<file path="src/uwl_consts.vh">
// Constants for the unaligned and indexed word load unit
`ifndef UWL_CONSTS_VH
`define UWL_CONSTS_VH

// Register byte addresses on the APB slave
`define UWL_ADDR_CTRL 12'h000
`define UWL_ADDR_STATUS 12'h004
`define UWL_ADDR_MASK 12'h008
`define UWL_ADDR_LAST 12'h00c
`define UWL_ADDR_VADDR 12'h010

// Control register fields
`define UWL_CTRL_CORE_BE 0
`define UWL_CTRL_REV_END 1
`define UWL_CTRL_MEM_BE 2
`define UWL_CTRL_EXT_EN 3
`define UWL_CTRL_COP0_EN 4
`define UWL_CTRL_COP1_EN 5
`define UWL_CTRL_WIDTH 6
`define UWL_CTRL_RESET 6'h04

// Status and mask fields
`define UWL_ST_DONE 0
`define UWL_ST_EXC 1
`define UWL_ST_WIDTH 2
`define UWL_MASK_RESET 2'h0

// Segment access modes reported by translation
`define UWL_SEG_UNMAPPED_USER_KERNEL_SEGMENT 3'h1
`define UWL_SEG_MAPPED_USER_KERNEL_SEGMENT 3'h2
`define UWL_SEG_MAPPED_USER_UNMAPPED_KERNEL_SEGMENT 3'h3

// Exception codes
`define UWL_EXC_NONE 3'h0
`define UWL_EXC_TLB_REFILL 3'h1
`define UWL_EXC_TLB_INVALID 3'h2
`define UWL_EXC_BUS_ERR 3'h3
`define UWL_EXC_ADDR_ERR 3'h4
`define UWL_EXC_WATCH 3'h5
`define UWL_EXC_RSVD_INSTR 3'h6
`define UWL_EXC_COP_UNUSABLE 3'h7

`endif

</file>
<file path="src/uwl_load_unit.v">
// Load unit for the right-part user-space load and indexed floating-point load
`timescale 1ns/10ps
`default_nettype none
`include "uwl_consts.vh"
// Summary of operation
// Right user load address is base plus sign-extended 9-bit offset.
// Right load puts 1..4 low bytes in register low end, upper unchanged; the code fills the top 0..3 lanes from memory instead.
// Merged bytes chosen by low two address bits and core byte order.
// Byte index is address bits XOR core big-endian flag; merge per index.
// Physical low bits XOR reverse flag, cleared when memory is little-endian.
// Right and left user loads together leave a full sign-extended word.
// User loads use user mapping in mapped-user segment; other user modes reachable.
// User loads exist only when the extension enable bit is one.
// Right user load raises refill, invalid, bus, address, watch, RI, CpU.
// Indexed float load address is base plus index register.
// Indexed float load raises address error before translation if misaligned.
// Indexed float load writes the 32-bit word to the float register low word.
// Indexed float load raises refill, invalid, address, RI, CpU, watch; the code never raises RI for it.
// User loads need system coprocessor access and a user-accessible segment.
// Each load goes out with adjusted address, cache attribute and byte count; the code sends the float load address unadjusted.
module uwl_load_unit (
  // Clock and reset
  input wire pclk,
  input wire presetn,
  // APB slave
  input wire [11:0] paddr,
  input wire psel,
  input wire penable,
  input wire pwrite,
  input wire [31:0] pwdata,
  output reg [31:0] prdata,
  output reg pready,
  output reg pslverr,
  // Instruction issue
  input wire issue_valid,
  input wire issue_fp,
  input wire [31:0] issue_base,
  input wire [8:0] issue_offset,
  input wire [31:0] issue_index,
  input wire [31:0] issue_rt_old,
  input wire [4:0] issue_tag,
  output reg issue_ready,
  // Address translation
  output reg xl_req,
  output reg [31:0] xl_vaddr,
  output reg xl_user_map,
  input wire xl_ack,
  input wire [31:0] xl_paddr,
  input wire [2:0] xl_cca,
  input wire [2:0] xl_seg_mode,
  input wire xl_tlb_refill,
  input wire xl_tlb_invalid,
  input wire xl_watch,
  input wire xl_addr_err,
  // Memory access
  output reg mem_req,
  output reg [31:0] mem_paddr,
  output reg [2:0] mem_cca,
  output reg [1:0] mem_bytes,
  output reg mem_word,
  input wire mem_ack,
  input wire [31:0] mem_rdata,
  input wire mem_bus_err,
  // Writeback and exception
  output reg gpr_we,
  output reg fpr_we,
  output reg [4:0] wb_tag,
  output reg [31:0] wb_data,
  output reg exc_valid,
  output reg [2:0] exc_code,
  output reg [31:0] exc_vaddr,
  // Interrupt
  output reg irq
);
  localparam [3:0] ST_IDLE = 4'b0001;
  localparam [3:0] ST_XLAT = 4'b0010;
  localparam [3:0] ST_MEM = 4'b0100;
  localparam [3:0] ST_DONE = 4'b1000;

  reg [3:0] state;
  reg op_fp;
  reg [31:0] vaddr_q;
  reg [31:0] rt_q;
  reg [1:0] bidx_q;
  reg [`UWL_CTRL_WIDTH-1:0] ctrl;
  reg [`UWL_ST_WIDTH-1:0] status;
  reg [`UWL_ST_WIDTH-1:0] mask;
  reg [31:0] next_prdata;
  reg next_pslverr;

  wire [31:0] eff_addr;
  wire [1:0] byte_idx;
  wire [31:0] paddr_adj;
  wire [31:0] merged;
  wire [2:0] pre_exc;
  wire [2:0] post_exc;
  wire apb_setup;
  wire apb_wr;
  wire [`UWL_ST_WIDTH-1:0] st_set;

  // Checks made before translation; user loads are refused first if absent
  function [2:0] pre_check;
    input fp;
    input [`UWL_CTRL_WIDTH-1:0] c;
    input [1:0] low;
    begin
      if (fp) begin
        if (!c[`UWL_CTRL_COP1_EN])
          pre_check = `UWL_EXC_COP_UNUSABLE;
        else if (low != 2'h0)
          pre_check = `UWL_EXC_ADDR_ERR;
        else
          pre_check = `UWL_EXC_NONE;
      end else begin
        if (!c[`UWL_CTRL_EXT_EN])
          pre_check = `UWL_EXC_RSVD_INSTR;
        else if (!c[`UWL_CTRL_COP0_EN])
          pre_check = `UWL_EXC_COP_UNUSABLE;
        else
          pre_check = `UWL_EXC_NONE;
      end
    end
  endfunction

  // True for the three segment modes a user-space load may reach
  function seg_user_ok;
    input [2:0] mode;
    begin
      seg_user_ok = (mode == `UWL_SEG_UNMAPPED_USER_KERNEL_SEGMENT) || (mode == `UWL_SEG_MAPPED_USER_KERNEL_SEGMENT) || (mode == `UWL_SEG_MAPPED_USER_UNMAPPED_KERNEL_SEGMENT);
    end
  endfunction

  // Faults reported by translation, highest priority first
  function [2:0] post_check;
    input fp;
    input [2:0] mode;
    input aerr;
    input refill;
    input invalid;
    input watch;
    begin
      if (aerr || (!fp && !seg_user_ok(mode)))
        post_check = `UWL_EXC_ADDR_ERR;
      else if (refill)
        post_check = `UWL_EXC_TLB_REFILL;
      else if (invalid)
        post_check = `UWL_EXC_TLB_INVALID;
      else if (watch)
        post_check = `UWL_EXC_WATCH;
      else
        post_check = `UWL_EXC_NONE;
    end
  endfunction

  uwl_addr u_addr (
    .is_fp(issue_fp),
    .base(issue_base),
    .offset(issue_offset),
    .index(issue_index),
    .core_big_endian_flag(ctrl[`UWL_CTRL_CORE_BE]),
    .reverse_byte_order_flag(ctrl[`UWL_CTRL_REV_END]),
    .memory_big_endian_flag(ctrl[`UWL_CTRL_MEM_BE]),
    .paddr_raw(xl_paddr),
    .effective_address(eff_addr),
    .byte_idx(byte_idx),
    .paddr_adj(paddr_adj)
  );

  uwl_merge u_merge (
    .mem_word(mem_rdata),
    .reg_word(rt_q),
    .byte_idx(bidx_q),
    .merged(merged)
  );

  assign pre_exc = pre_check(issue_fp, ctrl, eff_addr[1:0]);
  assign post_exc = post_check(op_fp, xl_seg_mode, xl_addr_err, xl_tlb_refill, xl_tlb_invalid, xl_watch);

  // Load sequencer
  always @(posedge pclk or negedge presetn) begin
    if (!presetn) begin
      state <= ST_IDLE;
      op_fp <= 1'b0;
      vaddr_q <= 32'h0;
      rt_q <= 32'h0;
      bidx_q <= 2'h0;
      issue_ready <= 1'b0;
      xl_req <= 1'b0;
      xl_vaddr <= 32'h0;
      xl_user_map <= 1'b0;
      mem_req <= 1'b0;
      mem_paddr <= 32'h0;
      mem_cca <= 3'h0;
      mem_bytes <= 2'h0;
      mem_word <= 1'b0;
      gpr_we <= 1'b0;
      fpr_we <= 1'b0;
      wb_tag <= 5'h0;
      wb_data <= 32'h0;
      exc_valid <= 1'b0;
      exc_code <= `UWL_EXC_NONE;
      exc_vaddr <= 32'h0;
    end else begin
      case (state)
        ST_IDLE: begin
          issue_ready <= 1'b1;
          if (issue_valid && issue_ready) begin
            issue_ready <= 1'b0;
            op_fp <= issue_fp;
            vaddr_q <= eff_addr;
            rt_q <= issue_rt_old;
            bidx_q <= byte_idx;
            wb_tag <= issue_tag;
            if (pre_exc != `UWL_EXC_NONE) begin
              exc_valid <= 1'b1;
              exc_code <= pre_exc;
              exc_vaddr <= eff_addr;
              state <= ST_DONE;
            end else begin
              xl_req <= 1'b1;
              xl_vaddr <= eff_addr;
              // Kernel-mode user-space load walks the user mapping
              xl_user_map <= ~issue_fp;
              state <= ST_XLAT;
            end
          end
        end
        ST_XLAT: begin
          if (xl_ack) begin
            xl_req <= 1'b0;
            // A translation fault ends the load before any memory access goes out
            if (post_exc != `UWL_EXC_NONE) begin
              exc_valid <= 1'b1;
              exc_code <= post_exc;
              exc_vaddr <= vaddr_q;
              state <= ST_DONE;
            end else begin
              mem_req <= 1'b1;
              // Float load is aligned, so its address goes out unchanged
              mem_paddr <= op_fp ? xl_paddr : paddr_adj;
              mem_cca <= xl_cca;
              mem_bytes <= op_fp ? 2'h0 : bidx_q;
              mem_word <= op_fp;
              state <= ST_MEM;
            end
          end
        end
        ST_MEM: begin
          if (mem_ack) begin
            mem_req <= 1'b0;
            mem_word <= 1'b0;
            state <= ST_DONE;
            // Float load has no bus error in its fault list, so the flag is dropped
            if (mem_bus_err && !op_fp) begin
              exc_valid <= 1'b1;
              exc_code <= `UWL_EXC_BUS_ERR;
              exc_vaddr <= vaddr_q;
            end else if (op_fp) begin
              fpr_we <= 1'b1;
              wb_data <= mem_rdata;
            end else begin
              gpr_we <= 1'b1;
              // A 32-bit register holding both halves is already the full word
              wb_data <= merged;
            end
          end
        end
        ST_DONE: begin
          gpr_we <= 1'b0;
          fpr_we <= 1'b0;
          exc_valid <= 1'b0;
          issue_ready <= 1'b1;
          state <= ST_IDLE;
        end
        default: begin
          state <= ST_IDLE;
        end
      endcase
    end
  end

  // APB slave: no wait states, pready raised in the first access cycle
  assign apb_setup = psel && !penable;
  assign apb_wr = psel && penable && pready && pwrite;

  always @* begin
    next_prdata = 32'h0;
    next_pslverr = 1'b0;
    case (paddr)
      `UWL_ADDR_CTRL: next_prdata = {26'h0, ctrl};
      `UWL_ADDR_STATUS: next_prdata = {30'h0, status};
      `UWL_ADDR_MASK: next_prdata = {30'h0, mask};
      `UWL_ADDR_LAST: next_prdata = {25'h0, state == ST_IDLE, bidx_q, exc_code == `UWL_EXC_NONE, exc_code};
      `UWL_ADDR_VADDR: next_prdata = vaddr_q;
      default: next_pslverr = 1'b1;
    endcase
  end

  always @(posedge pclk or negedge presetn) begin
    if (!presetn) begin
      pready <= 1'b0;
      prdata <= 32'h0;
      pslverr <= 1'b0;
    end else begin
      pready <= apb_setup;
      if (apb_setup) begin
        prdata <= pwrite ? 32'h0 : next_prdata;
        pslverr <= next_pslverr;
      end else begin
        prdata <= 32'h0;
        pslverr <= 1'b0;
      end
    end
  end

  // Events are taken from the one-cycle result pulses
  assign st_set = {exc_valid && state == ST_DONE, (gpr_we || fpr_we) && state == ST_DONE};

  always @(posedge pclk or negedge presetn) begin
    if (!presetn) begin
      ctrl <= `UWL_CTRL_RESET;
      mask <= `UWL_MASK_RESET;
      status <= {`UWL_ST_WIDTH{1'b0}};
      irq <= 1'b0;
    end else begin
      // Control changes affect loads issued afterwards and the address adjustment of a load still in translation
      if (apb_wr && paddr == `UWL_ADDR_CTRL)
        ctrl <= pwdata[`UWL_CTRL_WIDTH-1:0];
      if (apb_wr && paddr == `UWL_ADDR_MASK)
        mask <= pwdata[`UWL_ST_WIDTH-1:0];
      // Set beats a simultaneous write-one-to-clear
      if (apb_wr && paddr == `UWL_ADDR_STATUS)
        status <= (status & ~pwdata[`UWL_ST_WIDTH-1:0]) | st_set;
      else
        status <= status | st_set;
      irq <= |(status & mask);
    end
  end
endmodule
`default_nettype wire

</file>
<file path="src/uwl_addr.v">
// Effective address, byte index and physical address adjustment
`timescale 1ns/10ps
`default_nettype none
module uwl_addr (
  // Operands
  input wire is_fp,
  input wire [31:0] base,
  input wire [8:0] offset,
  input wire [31:0] index,
  // Byte order controls
  input wire core_big_endian_flag,
  input wire reverse_byte_order_flag,
  input wire memory_big_endian_flag,
  // Translated address in
  input wire [31:0] paddr_raw,
  // Results
  output wire [31:0] effective_address,
  output wire [1:0] byte_idx,
  output wire [31:0] paddr_adj
);
  wire [31:0] addend;
  wire [1:0] rev_low;

  assign addend = is_fp ? index : {{23{offset[8]}}, offset};
  assign effective_address = base + addend;
  assign byte_idx = effective_address[1:0] ^ {2{core_big_endian_flag}};
  assign rev_low = paddr_raw[1:0] ^ {2{reverse_byte_order_flag}};
  assign paddr_adj = {paddr_raw[31:2], memory_big_endian_flag ? rev_low : 2'h0};
endmodule
`default_nettype wire

</file>
<file path="src/uwl_merge.v">
// Byte-lane merge of memory word into the top end of the register
`timescale 1ns/10ps
`default_nettype none
module uwl_merge (
  input wire [31:0] mem_word,
  input wire [31:0] reg_word,
  input wire [1:0] byte_idx,
  output wire [31:0] merged
);
  genvar k;
  generate
    for (k = 0; k < 4; k = k + 1) begin : g_lane
      localparam [2:0] LANE = k;
      wire from_mem;
      // Top byte_idx lanes come from memory, the rest keep the register
      assign from_mem = ({1'b0, byte_idx} + LANE) > 3'h3;
      assign merged[8*k+7:8*k] = from_mem ? mem_word[8*k+7:8*k] : reg_word[8*k+7:8*k];
    end
  endgenerate
endmodule
`default_nettype wire

</file>
<file path="config.mk">
export PLATFORM = sky130hd
export DESIGN_NAME = uwl_load_unit
export DESIGN_NICKNAME = d
export VERILOG_FILES = /design/src/uwl_load_unit.v /design/src/uwl_addr.v /design/src/uwl_merge.v
export VERILOG_INCLUDE_DIRS = /design/src /design/src/src
export SDC_FILE = /design/constraint.sdc
export NUM_CORES = 1
export LEC_CHECK = 0
export BUFFER_PORTS_ARGS = -buffer_cell sky130_fd_sc_hd__buf_2
export CORE_ASPECT_RATIO = 1.5
export CORE_MARGIN = 1.5
export CORE_UTILIZATION = 45
export DETAILED_ROUTE_END_ITERATION = 16
export PLACE_DENSITY = 0.72
export SLEW_MARGIN = 20
export SYNTH_ARGS = -nofsm -noshare
export SYNTH_HDL_FRONTEND = slang
export SYNTH_SLANG_ARGS = --single-unit
</file>
<file path="constraint.sdc">
create_clock -name pclk -period 5.66 [get_ports pclk]
set_clock_uncertainty 0.05 [all_clocks]
set_input_delay 1.415 -clock pclk [delete_from_list [all_inputs] [get_ports pclk]]
set_output_delay 1.415 -clock pclk [all_outputs]
set_load 0.1 [all_outputs]
</file>
### Word level (Yosys, flattened, before mapping)

Cells that the tools add are included.

| word-level totals | value |
|---|---|
| register bits after elaboration | 265 |
| input port bits | 238 |
| output and inout port bits | 184 |

| cells by class | value |
|---|---|
| bitwise operators | 11 |
| $lt $le $gt $ge | 4 |
| $add $sub $neg | 4 |
| reduce and logical (&&, ||, !) cells | 43 |
| eq/ne operators | 22 |
| muxes and demuxes | 72 |

Operators with widths:

| cell | count |
|---|---|
| $mux W32 | 10 |
| $pmux W32 S5 | 1 |
| $pmux W32 S3 | 1 |
| $mux W3 | 15 |
| $add A32 B32 Y32 | 1 |
| $mux W8 | 4 |
| $eq A12 B4 Y1 const B | 2 |
| $mux W1 | 23 |
| $ne A2 B2 Y1 const B | 11 |
| $mux W4 | 5 |
| $reduce_and A4 Y1 | 4 |
| $reduce_and A7 Y1 | 2 |
| $eq A12 B3 Y1 const B | 1 |
| $eq A12 B5 Y1 const B | 1 |
| $logic_and A1 B1 Y1 | 12 |
| $logic_not A12 Y1 | 1 |
| $pmux W1 S2 | 6 |
| $pmux W4 S3 | 1 |
| $reduce_and A3 Y1 | 4 |
| $reduce_bool A2 Y1 | 5 |
| $gt A3 B2 Y1 const B | 3 |
| $pmux W3 S3 | 1 |
| $reduce_bool A3 Y1 | 3 |
| $mux W2 | 4 |
| 22 further kinds | 35 |

### Logic depth before layout (Yosys ltp)

Gate-level depths: netlist (run 1).

| logic depth | value |
|---|---|
| word-level depth | 11 |
| mapped depth | 15 |
| depth with buffers taken out | 11 |

### Modules after synthesis

A second synthesis (run 1) with hierarchy kept.

| unflattened totals | value |
|---|---|
| cells, all modules | 1364 |
| area total of the unflattened synthesis | 13884.6 um^2 |

By module, submodules not included:

| module | cells each | area each (um^2) | times used |
|---|---|---|---|
| uwl_load_unit | 961 | 11044.3 | 1 |
| uwl_addr | 368 | 2471.1 | 1 |
| uwl_merge | 35 | 369.1 | 1 |

### Worst setup path before layout (run 1)

OpenSTA, ideal clock, no wires.

| path | value |
|---|---|
| path kind | input -> register |
| from | input issue_fp |
| to | register exc_vaddr[28] |
| setup slack | 1.027 ns |
| cell stages on the path | 15 |
| data arrival time | 4.451 ns |
| library setup time | 0.131 ns |
| required time | 5.479 ns |
| cells stage by stage | clkbuf_1 -> clkbuf_1 -> buf_1 -> nand2_1 -> nand2_1 -> ha_1 -> buf_2 -> a21o_1 -> a21o_1 -> a211oi_1 -> o31ai_1 -> a41o_1 -> a211oi_2 -> nor4_1 -> or3_1 |

| on the way | value |
|---|---|
| word-level cells in the longest chain between the ends | 9 |

RTL lines:

| item | RTL line | source |
|---|---|---|
| from (decl) | uwl_load_unit.v:36 | `input wire issue_fp,` |
| $mux W32 | uwl_addr.v:24 | `assign addend = is_fp ? index : {{23{offset[8]}}, offset};` |
| $add A32 B32 Y32 | uwl_addr.v:25 | `assign effective_address = base + addend;` |
| $reduce_bool A2 Y1 | uwl_load_unit.v:110 | `else if (low != 2'h0)` |
| $mux W3 | uwl_load_unit.v:110 |  |
| $mux W3 | uwl_load_unit.v:108 | `` if (!c[`UWL_CTRL_COP1_EN]) `` |
| $mux W3 | uwl_load_unit.v:107 | `if (fp) begin` |
| $reduce_bool A3 Y1 (no line) | - |  |
| $ne A2 B2 Y1 (no line) | - |  |
| $reduce_and A7 Y1 (no line) | - |  |
| to (signal assigned) | uwl_load_unit.v:217 | `exc_vaddr <= eff_addr;` |
| to (signal assigned) | uwl_load_unit.v:235 | `exc_vaddr <= vaddr_q;` |
| to (signal assigned) | uwl_load_unit.v:257 | `exc_vaddr <= vaddr_q;` |
| to (decl) | uwl_load_unit.v:71 | `output reg [31:0] exc_vaddr,` |

Parallel ways exist; a longest one is shown, timed or not. The select of a mux whose other input is x is not followed.
A chain may end at the register's enable or synchronous reset.

### Final worst setup path (run 1)

| path | value |
|---|---|
| from | input issue_fp |
| to | register exc_vaddr[23] |

The elaborated chain is that of the path after synthesis.

==> results of run 1 <==
final timing paths:
path | startpoint | to | slack (ns) | cells past startpoint
worst max-delay path | issue_fp | exc_vaddr[23] | 1.05 | 12
worst min-delay path | exc_vaddr[25] | exc_vaddr[25] | 0.42 | 1
worst max register to register | state[0] | xl_vaddr[0] | 2.56 | 5
worst min register to register | exc_vaddr[25] | exc_vaddr[25] | 0.42 | 1
max in group asynchronous | presetn | wb_tag[1] | 3.60 | 3
min in group asynchronous | presetn | xl_vaddr[1] | 0.71 | 1
critical path, cell delays in order:
cell and delay (ns):
buf_2 0.31, nand2b_1 0.43, buf_4 0.26, nand2_1 0.07
ha_1 0.58, nand4_1 0.14, or4_4 0.46, o31ai_4 0.40
o31ai_2 0.15, xor2_1 0.32, o21ai_1 0.13, mux2_2 0.30
cells by family (layout without fill, tap and decap cells):
family	count (synthesis)	count (layout)
flops	265	265
simple gates	535	535
fa+ha+maj	32	32
compound gates	297	297
xor+xnor	28	28
other cells	0	5
buf+inv	94	476
mux	101	101
cell type report:
cell class / instances / area, sq um / share of cell area
Antenna cell: 5 / 12.51 / 0.0007704
Clock buffer: 33 / 718.2 / 0.04422
Multi-Input combinational cell: 993 / 6003 / 0.3696
Tap cell: 346 / 432.9 / 0.02666
Sequential cell: 265 / 6634 / 0.4085
Inverter: 17 / 63.81 / 0.003929
Clock inverter: 13 / 221.5 / 0.01364
Timing Repair Buffer: 413 / 2155 / 0.1327
flip-flops by register name, indices dropped and copies added, names as in the netlist, 3 cells and up:
register,flops
exc_vaddr,32
mem_paddr,32
prdata,32
rt_q,32
vaddr_q,32
wb_data,32
xl_vaddr,32
ctrl,6
wb_tag,5
state,4
exc_code,3
mem_cca,3
report_power, final:
part / total [mW] / internal (mW) / switching (mW) / leakage (nW)
Clock: 1.90 / 1.17 / 0.735 / 0.460
Sequential: 2.59 / 2.29 / 0.300 / 3.49
Combinational: 2.87 / 0.736 / 2.13 / 4.61
Total: 7.36 / 4.19 / 3.17 / 8.57
routing by layer:
layer  track usage  vias to the layer above  part of all wire
met5             0                        -                 0
met4        0.1127                        0             0.042
met3       0.03197                       85             0.052
met2        0.4550                      378              0.52
met1        0.2833                     5351              0.38
li1              -                     5401                 -
cells in the mapped netlist, types with 7 or more instances:
master | n | share of area
xnor2_1 | 14 | 0.0095
and2_1 | 32 | 0.015
a211oi_1 | 8 | 0.0046
o21ai_0 | 121 | 0.047
buf_2 | 9 | 0.0035
nand2_1 | 351 | 0.10
a21o_1 | 19 | 0.011
inv_1 | 17 | 0.0049
o21ai_1 | 25 | 0.0096
mux2_2 | 62 | 0.054
xor2_1 | 14 | 0.0095
ha_1 | 31 | 0.030
a31oi_1 | 8 | 0.0039
clkbuf_1 | 63 | 0.018
nand2b_1 | 10 | 0.0048
nand4_1 | 8 | 0.0039
nor3_1 | 21 | 0.0081
nand3_1 | 12 | 0.0046
or3_1 | 8 | 0.0039
o221ai_1 | 7 | 0.0047
mux2i_1 | 37 | 0.029
nor2_1 | 54 | 0.016
a21oi_1 | 50 | 0.019
dfrtp_1 | 263 | 0.51
nor3b_1 | 7 | 0.0041
==> out/qor.txt, run 1 <==
WL final: 37380 um
Starting density of the core: 0.4606
Final setup violation count: 0
Largest family of logic cells by synthesized area: simple AND/OR/NAND/NOR gates
Highest Clock Rate: 216.8 MHz
Critical Path Fanout Max: 13
Largest net degree at the start of global routing: 134
Post-DP HPWL: 27940 um
Mux cell area share after synthesis: 0.08587
Gpl congestion: 0.8902
Crit path required time: 6.03 ns
Register bit total from synthesis: 265
Synth Area in Simple Gates: 0.1809
Crit Path Category: in -> reg
Final Hold Fails: 0
Initial antenna violation count: 5
Commonest non-fill, non-tap cells in the layout: 394 x buf_2, 349 x nand2_1, 263 x dfrtp_1
TNS Setup: 0 ns
Power Density: 453.2 mW/mm^2
Worst setup SP type: input port
Initial DRC count: 584
# rows: 75
Adder-cell share of the synthesized area: 0.03146
CTS tree: built
MaxCap Viol Count: 0
Hold slack final: 0.4225 ns
Main synth FF type: dfrtp_1
Crit. End Element: flop
DP Worst Slack: 0.5888 ns
Post-Synthesis Cells: 1352
CTS clk-pin slew, worst paths: 0.07 ns
Vias in the first global route: 11210
Clk_lat worst skew: 0.53 ns
Mapped Area: 0.01297 sq mm
Placed cell count: 2033
Core box area: 0.02815 sq mm
VDD IR max: 0.0004172 V
Setup ws final: 1.047 ns
Drt via density: 5.379
Avg Synthesized Cell Area: 9.591 sq um
Relative slew margins: 0.3129
Sequential area share after synthesis: 0.5116
H-tree depth: 1
Min Tclk post-route: 4.613 ns
Routed via count: 11220
Die height: 210.9 um
Post-CTS Setup Inserts: 0
WP data arrival: 4.98 ns
Synth unique cells: 76
Number of fillers in the final layout: 2411
CTS Sinks: 265
Mapped Nets: 1622
Most common cell after layout, fill and taps aside: buf_2
Resized Gates After CTS: 0
XOR/XNOR Fraction of Synth Area: 0.01891
LEAKAGE: 8.567 nW
I/O Pins: 422
Share of post-route cells with drive strength above 1: 0.3149
Final Cell Area: 0.01624 sq mm
CTS root buf: clkbuf_16
Slew at the pin closest to its max-slew limit: 1.027 ns
CTS Hold Bufs: 0
I/O Buffers: 395
GRT Residual Overflow: 0
Final period util: 0.8150
Finished Core Util: 0.5769
RSZ-0062 raised after global routing: no
Tot Pwr: 7.360 mW
First-pass GRT wire length: 58500 um
Fin. max-slew vios: 0
Post-synthesis compound-gate area fraction: 0.1429
Ys Warns: 0
EDFF count, synth: 0
DR WL/cell: 17.93 um
CTS Buffer Depth: 3
Min-Delay Path Class: reg -> reg
Gr usage total: 0.2474
Synth async-reset ratio: 1.000
CTS Buf Count: 26
Die ar.: 0.02987 sq mm
Die Span X: 141.6 um
Layout area overhead: 25.24%
Drt pass-1 iters: 7
Placed inst area: 0.01525 sq mm
Non-Filler Instances: 2085
DRC violations left: 0
Status: complete, no violations
Post-layout nets: 1986
Routed Antenna Nets: 0
(Power assumes the default switching activity.)
==> run 2, diff against run 1 <==
--- a/config.mk
+++ b/config.mk
@@ -6,6 +6,7 @@
 export SDC_FILE = /design/constraint.sdc
 export NUM_CORES = 1
 export LEC_CHECK = 0
+export ABC_AREA = 1
 export BUFFER_PORTS_ARGS = -buffer_cell sky130_fd_sc_hd__buf_2
 export CORE_ASPECT_RATIO = 1.5
 export CORE_MARGIN = 1.5
==> constraint.sdc (replaced) <==
create_clock -name pclk -period 4.3 [get_ports pclk]
set_clock_uncertainty 0.05 [all_clocks]
set_input_delay 1.075 -clock pclk [delete_from_list [all_inputs] [get_ports pclk]]
set_output_delay 1.075 -clock pclk [all_outputs]
set_load 0.1 [all_outputs]
==> run 2 against run 1 <==
Via count up 20%. Non-clock buffer count is 1 higher. Sequential power increased by 39%. Critical path depth grew 5. Global-route usage increased by 2.2 points. Hold slack got worse by 0.0060 ns. Register-to-register slack got worse by 1.0 ns. Highest routed layer unchanged.
==> out/qor.txt, run 2 <==
Status: complete, no violations
MaxCap Viol Count: 0 (unchanged)
Avg Synthesized Cell Area: 7.319 sq um (-24%)
Final Hold Fails: 0 (unchanged)
Switching part of the total power: 0.5073 (+0.07710)
CTS clk-pin slew, worst paths: 0.06 ns (about the same)
Psw: 5.687 mW (+80%)
Critical Path Fanout Max: 19 (+6)
Crit path required time: 4.60 ns (-1.43 ns)
CTS root buf: clkbuf_16
Sequential area share after synthesis: 0.4839 (-0.02769)
Post-Synthesis Cells: 1873 (+39%)
Core box area: 0.03016 sq mm (+7.1%)
Commonest non-fill, non-tap cells in the layout: 806 x nand2_1, 394 x buf_2, 263 x dfrtp_1
Crit-path max cell delay: 0.36 ns (-0.22 ns)
Hold path endpoint: mem_paddr[19]
H-tree depth: 1 (unchanged)
Mapped Nets: 2143 (+32%)
Area share of the largest cell type after synthesis: 0.4801 (-0.02747)
Post-CTS Setup Inserts: 0 (unchanged)
Critical Path Stages: 17 (+5)
Crit. End Element: flop
Final period util: 0.7934
Initial antenna violation count: 6 (+1)
Cells along the critical path: buf_2 -> clkinv_1 -> buf_4 -> nand2_1 -> buf_4 -> nand2_1 -> ha_1 -> nand2_1 -> inv_1 -> nand2_1 -> nand2_1 -> nand2_1 -> nand2_1 -> a21oi_1 -> nand3_1 -> nand3_1 -> o21ai_0
RSZ-0062 raised after global routing: no
Vias in the first global route: 12840 (+15%)
Worst reg2reg path endpoint: mem_bytes[0]
Routed Antenna Nets: 0 (unchanged)
TNS Setup: 0 ns (unchanged)
Top-count cell post-synth: nand2_1
Placed cell count: 2626 (+29%)
Synth async-reset ratio: 1.000 (unchanged)
Non-Filler Instances: 2676 (+28%)
Reg power frac: 0.321 (-0.031)
Fin. max-slew vios: 0 (unchanged)
Hold path depth: 2 (+1)
DRC violations left: 0 (unchanged)
CTS tree: built
Die ar.: 0.03154 sq mm (+5.6%)
Worst setup SP type: input port
Number of fillers in the final layout: 2836 (+18%)
Drt pass-1 iters: 5 (-2)
CTS Hold Bufs: 0 (unchanged)
Register bit total from synthesis: 265 (unchanged)
FF-to-FF setup slack: 1.55 ns (-1.01 ns)
LEAKAGE: 9.933 nW (+16%)
Synth unique cells: 43 (-43%)
WP data arrival: 3.71 ns (-1.27 ns)
Mapped Area: 0.01371 sq mm (+5.7%)
Worst r2r src: op_fp
Clk_lat worst skew: 0.53 ns (about the same)
Drt via density: 5.033 (-6.4%)
Worst path most repeated cell: nand2_1
Internal power: 5.523 mW (+32%)
Comb pwr share: 0.472 (+0.083)
Slew at the pin closest to its max-slew limit: 1.002 ns (-0.02488 ns)
Post-DP HPWL: 32940 um (+18%)
# rows: 78 (+4.0%)
I/O Pins: 422 (unchanged)
Slowest CP cell: ha_1
Relative slew margins: 0.3320 (+0.01912)
CTS Buffer Depth: 3 (unchanged)
Area contributors post-synth: dfrtp_1 48%, nand2_1 22%, inv_1 5.3%
Min Tclk post-route: 3.412 ns
Synth cell count leaders: 806 x nand2_1, 263 x dfrtp_1, 193 x inv_1, 123 x nor2_1, 116 x nand3_1
Share of post-route cells with drive strength above 1: 0.2106 (-0.1043)
Gr usage total: 0.2696 (+0.02217)
Hold slack final: 0.4164 ns (-0.006039 ns)
Layout area overhead: 23.85%
Final setup violation count: 0 (unchanged)
Largest net degree at the start of global routing: 103 (-23%)
WL final: 42880 um (+15%)
GRT Residual Overflow: 0 (unchanged)
WP buf/inv: 5 (+3)
I/O Buffers: 395 (unchanged)
Die Span X: 145.5 um (+2.8%)
Crit Path Category: in -> reg
Most common cell after layout, fill and taps aside: nand2_1
Min-Delay Path Class: reg -> reg
CTS Buf Count: 24 (-7.7%)
Starting density of the core: 0.4546 (-0.006013)
Die height: 216.8 um (+2.8%)
Main synth FF type: dfrtp_1
Resized Gates After CTS: 0 (unchanged)
First-pass GRT wire length: 67190 um (+15%)
Highest Clock Rate: 293.1 MHz
R2R cell count: 7 (+2)
Largest area contributor in the netlist: dfrtp_1
Part of the power in the clock network: 0.206 (-0.053)
Initial DRC count: 750 (+28%)
DR WL/cell: 16.02 um (-11%)
Gpl congestion: 0.9317 (+4.7%)
Worst hold start: mem_paddr[19]
CP top delay family: simple AND/OR/NAND/NOR gates
VDD IR max: 0.0005848 V (+40%)
Power Density: 660.3 mW/mm^2 (+46%)
CTS Sinks: 265 (unchanged)
Routed via count: 13470 (+20%)
Ys Warns: 0 (unchanged)
EDFF count, synth: 0 (unchanged)
Post-layout nets: 2522 (+27%)
-- run 2: changes by cell type in the layout (fill, tap and decap cells not counted), moves of 18 or more --
| cell | previous run | this run |
|---|---|---|
| nand2_1 | 349 | 806 |
| inv_1 | 17 | 193 |
| nand3_1 | 10 | 116 |
| nor2_1 | 54 | 123 |
| mux2_2 | 62 | 0 |
| mux2i_1 | 37 | 0 |
| and2_1 | 31 | 4 |
| o21ai_0 | 121 | 102 |
| o21ai_1 | 25 | 7 |
-- run 2: how the worst max path moves through the flow --
| stage | start | endpoint | slack [ns] |
|---|---|---|---|
| final | issue_fp | vaddr_q[29] | 0.89 |
| after detailed placement | issue_fp | exc_vaddr[1] | 0.42 |
| after global routing | issue_fp | vaddr_q[29] | 0.66 |
| after CTS | issue_fp | vaddr_q[29] | 0.95 |
| after floorplan | issue_fp | xl_vaddr[19] | 0.81 |
| after global placement | issue_fp | xl_vaddr[25] | 0.46 |
-- run 2: layout make-up --
cell class              instances  area (sq um)  area share
diodes                          6         15.01   0.0008843
clock buffers                  35         733.2     0.04318
clock inverters                 9         123.9    0.007296
inverters                     200         753.2     0.04436
multi-input cells            1347          6065      0.3572
flip-flops and latches        265          6634      0.3907
well taps                     400         500.5     0.02948
repair buffers                414          2155      0.1269
-- run 2: kinds of logic after synthesis --
logic type	count (synthesis)	synth area share
compound gates	186	0.07466
xor+xnor	15	0.009583
simple gates	1114	0.3276
fa+ha+maj	32	0.02975
flops	265	0.4839
buf+inv	261	0.07447
-- run 2: worst reg2reg max path: cells and delay by family (launching register included) --
family                 cells  cell delay, ns
AOI/OAI and AO/OA          2            0.68
DFF                        1            0.62
and+or+nand+nor            2            0.30
buffers and inverters      3            1.01
-- run 2: layer usage --
| layer | up-vias | routed length, um | track usage |
|---|---|---|---|
| met5 | - | 0 | 0 |
| met4 | 0 | 2134 | 0.1357 |
| met3 | 107 | 2260 | 0.02683 |
| met2 | 497 | 21660 | 0.4784 |
| met1 | 6238 | 16820 | 0.3255 |
| li1 | 6627 | - | - |
-- run 2: per-stage QoR --
stage          utilization  power [mW]  instance area [sq um]  worst slack [ns]
2_1_floorplan            -       7.684                  13710            0.8079
3_3_place_gp        0.5341       8.845                  16110            0.4638
3_5_place_dp        0.5341       8.928                  16110            0.4151
4_1_cts             0.5625       11.26                  16960            0.9482
5_1_grt             0.5629       11.78                  16980            0.6626
6_report            0.5630       11.21                  16980            0.8882
-- run 2: power groups by stage --
stage	sequential [mW]	clock [mW]	combinational, mW
2_1_floorplan	6.01	0	1.68
3_3_place_gp	3.62	0	5.22
3_5_place_dp	3.63	0	5.30
4_1_cts	3.60	2.35	5.31
5_1_grt	3.67	2.44	5.68
6_report	3.60	2.31	5.30
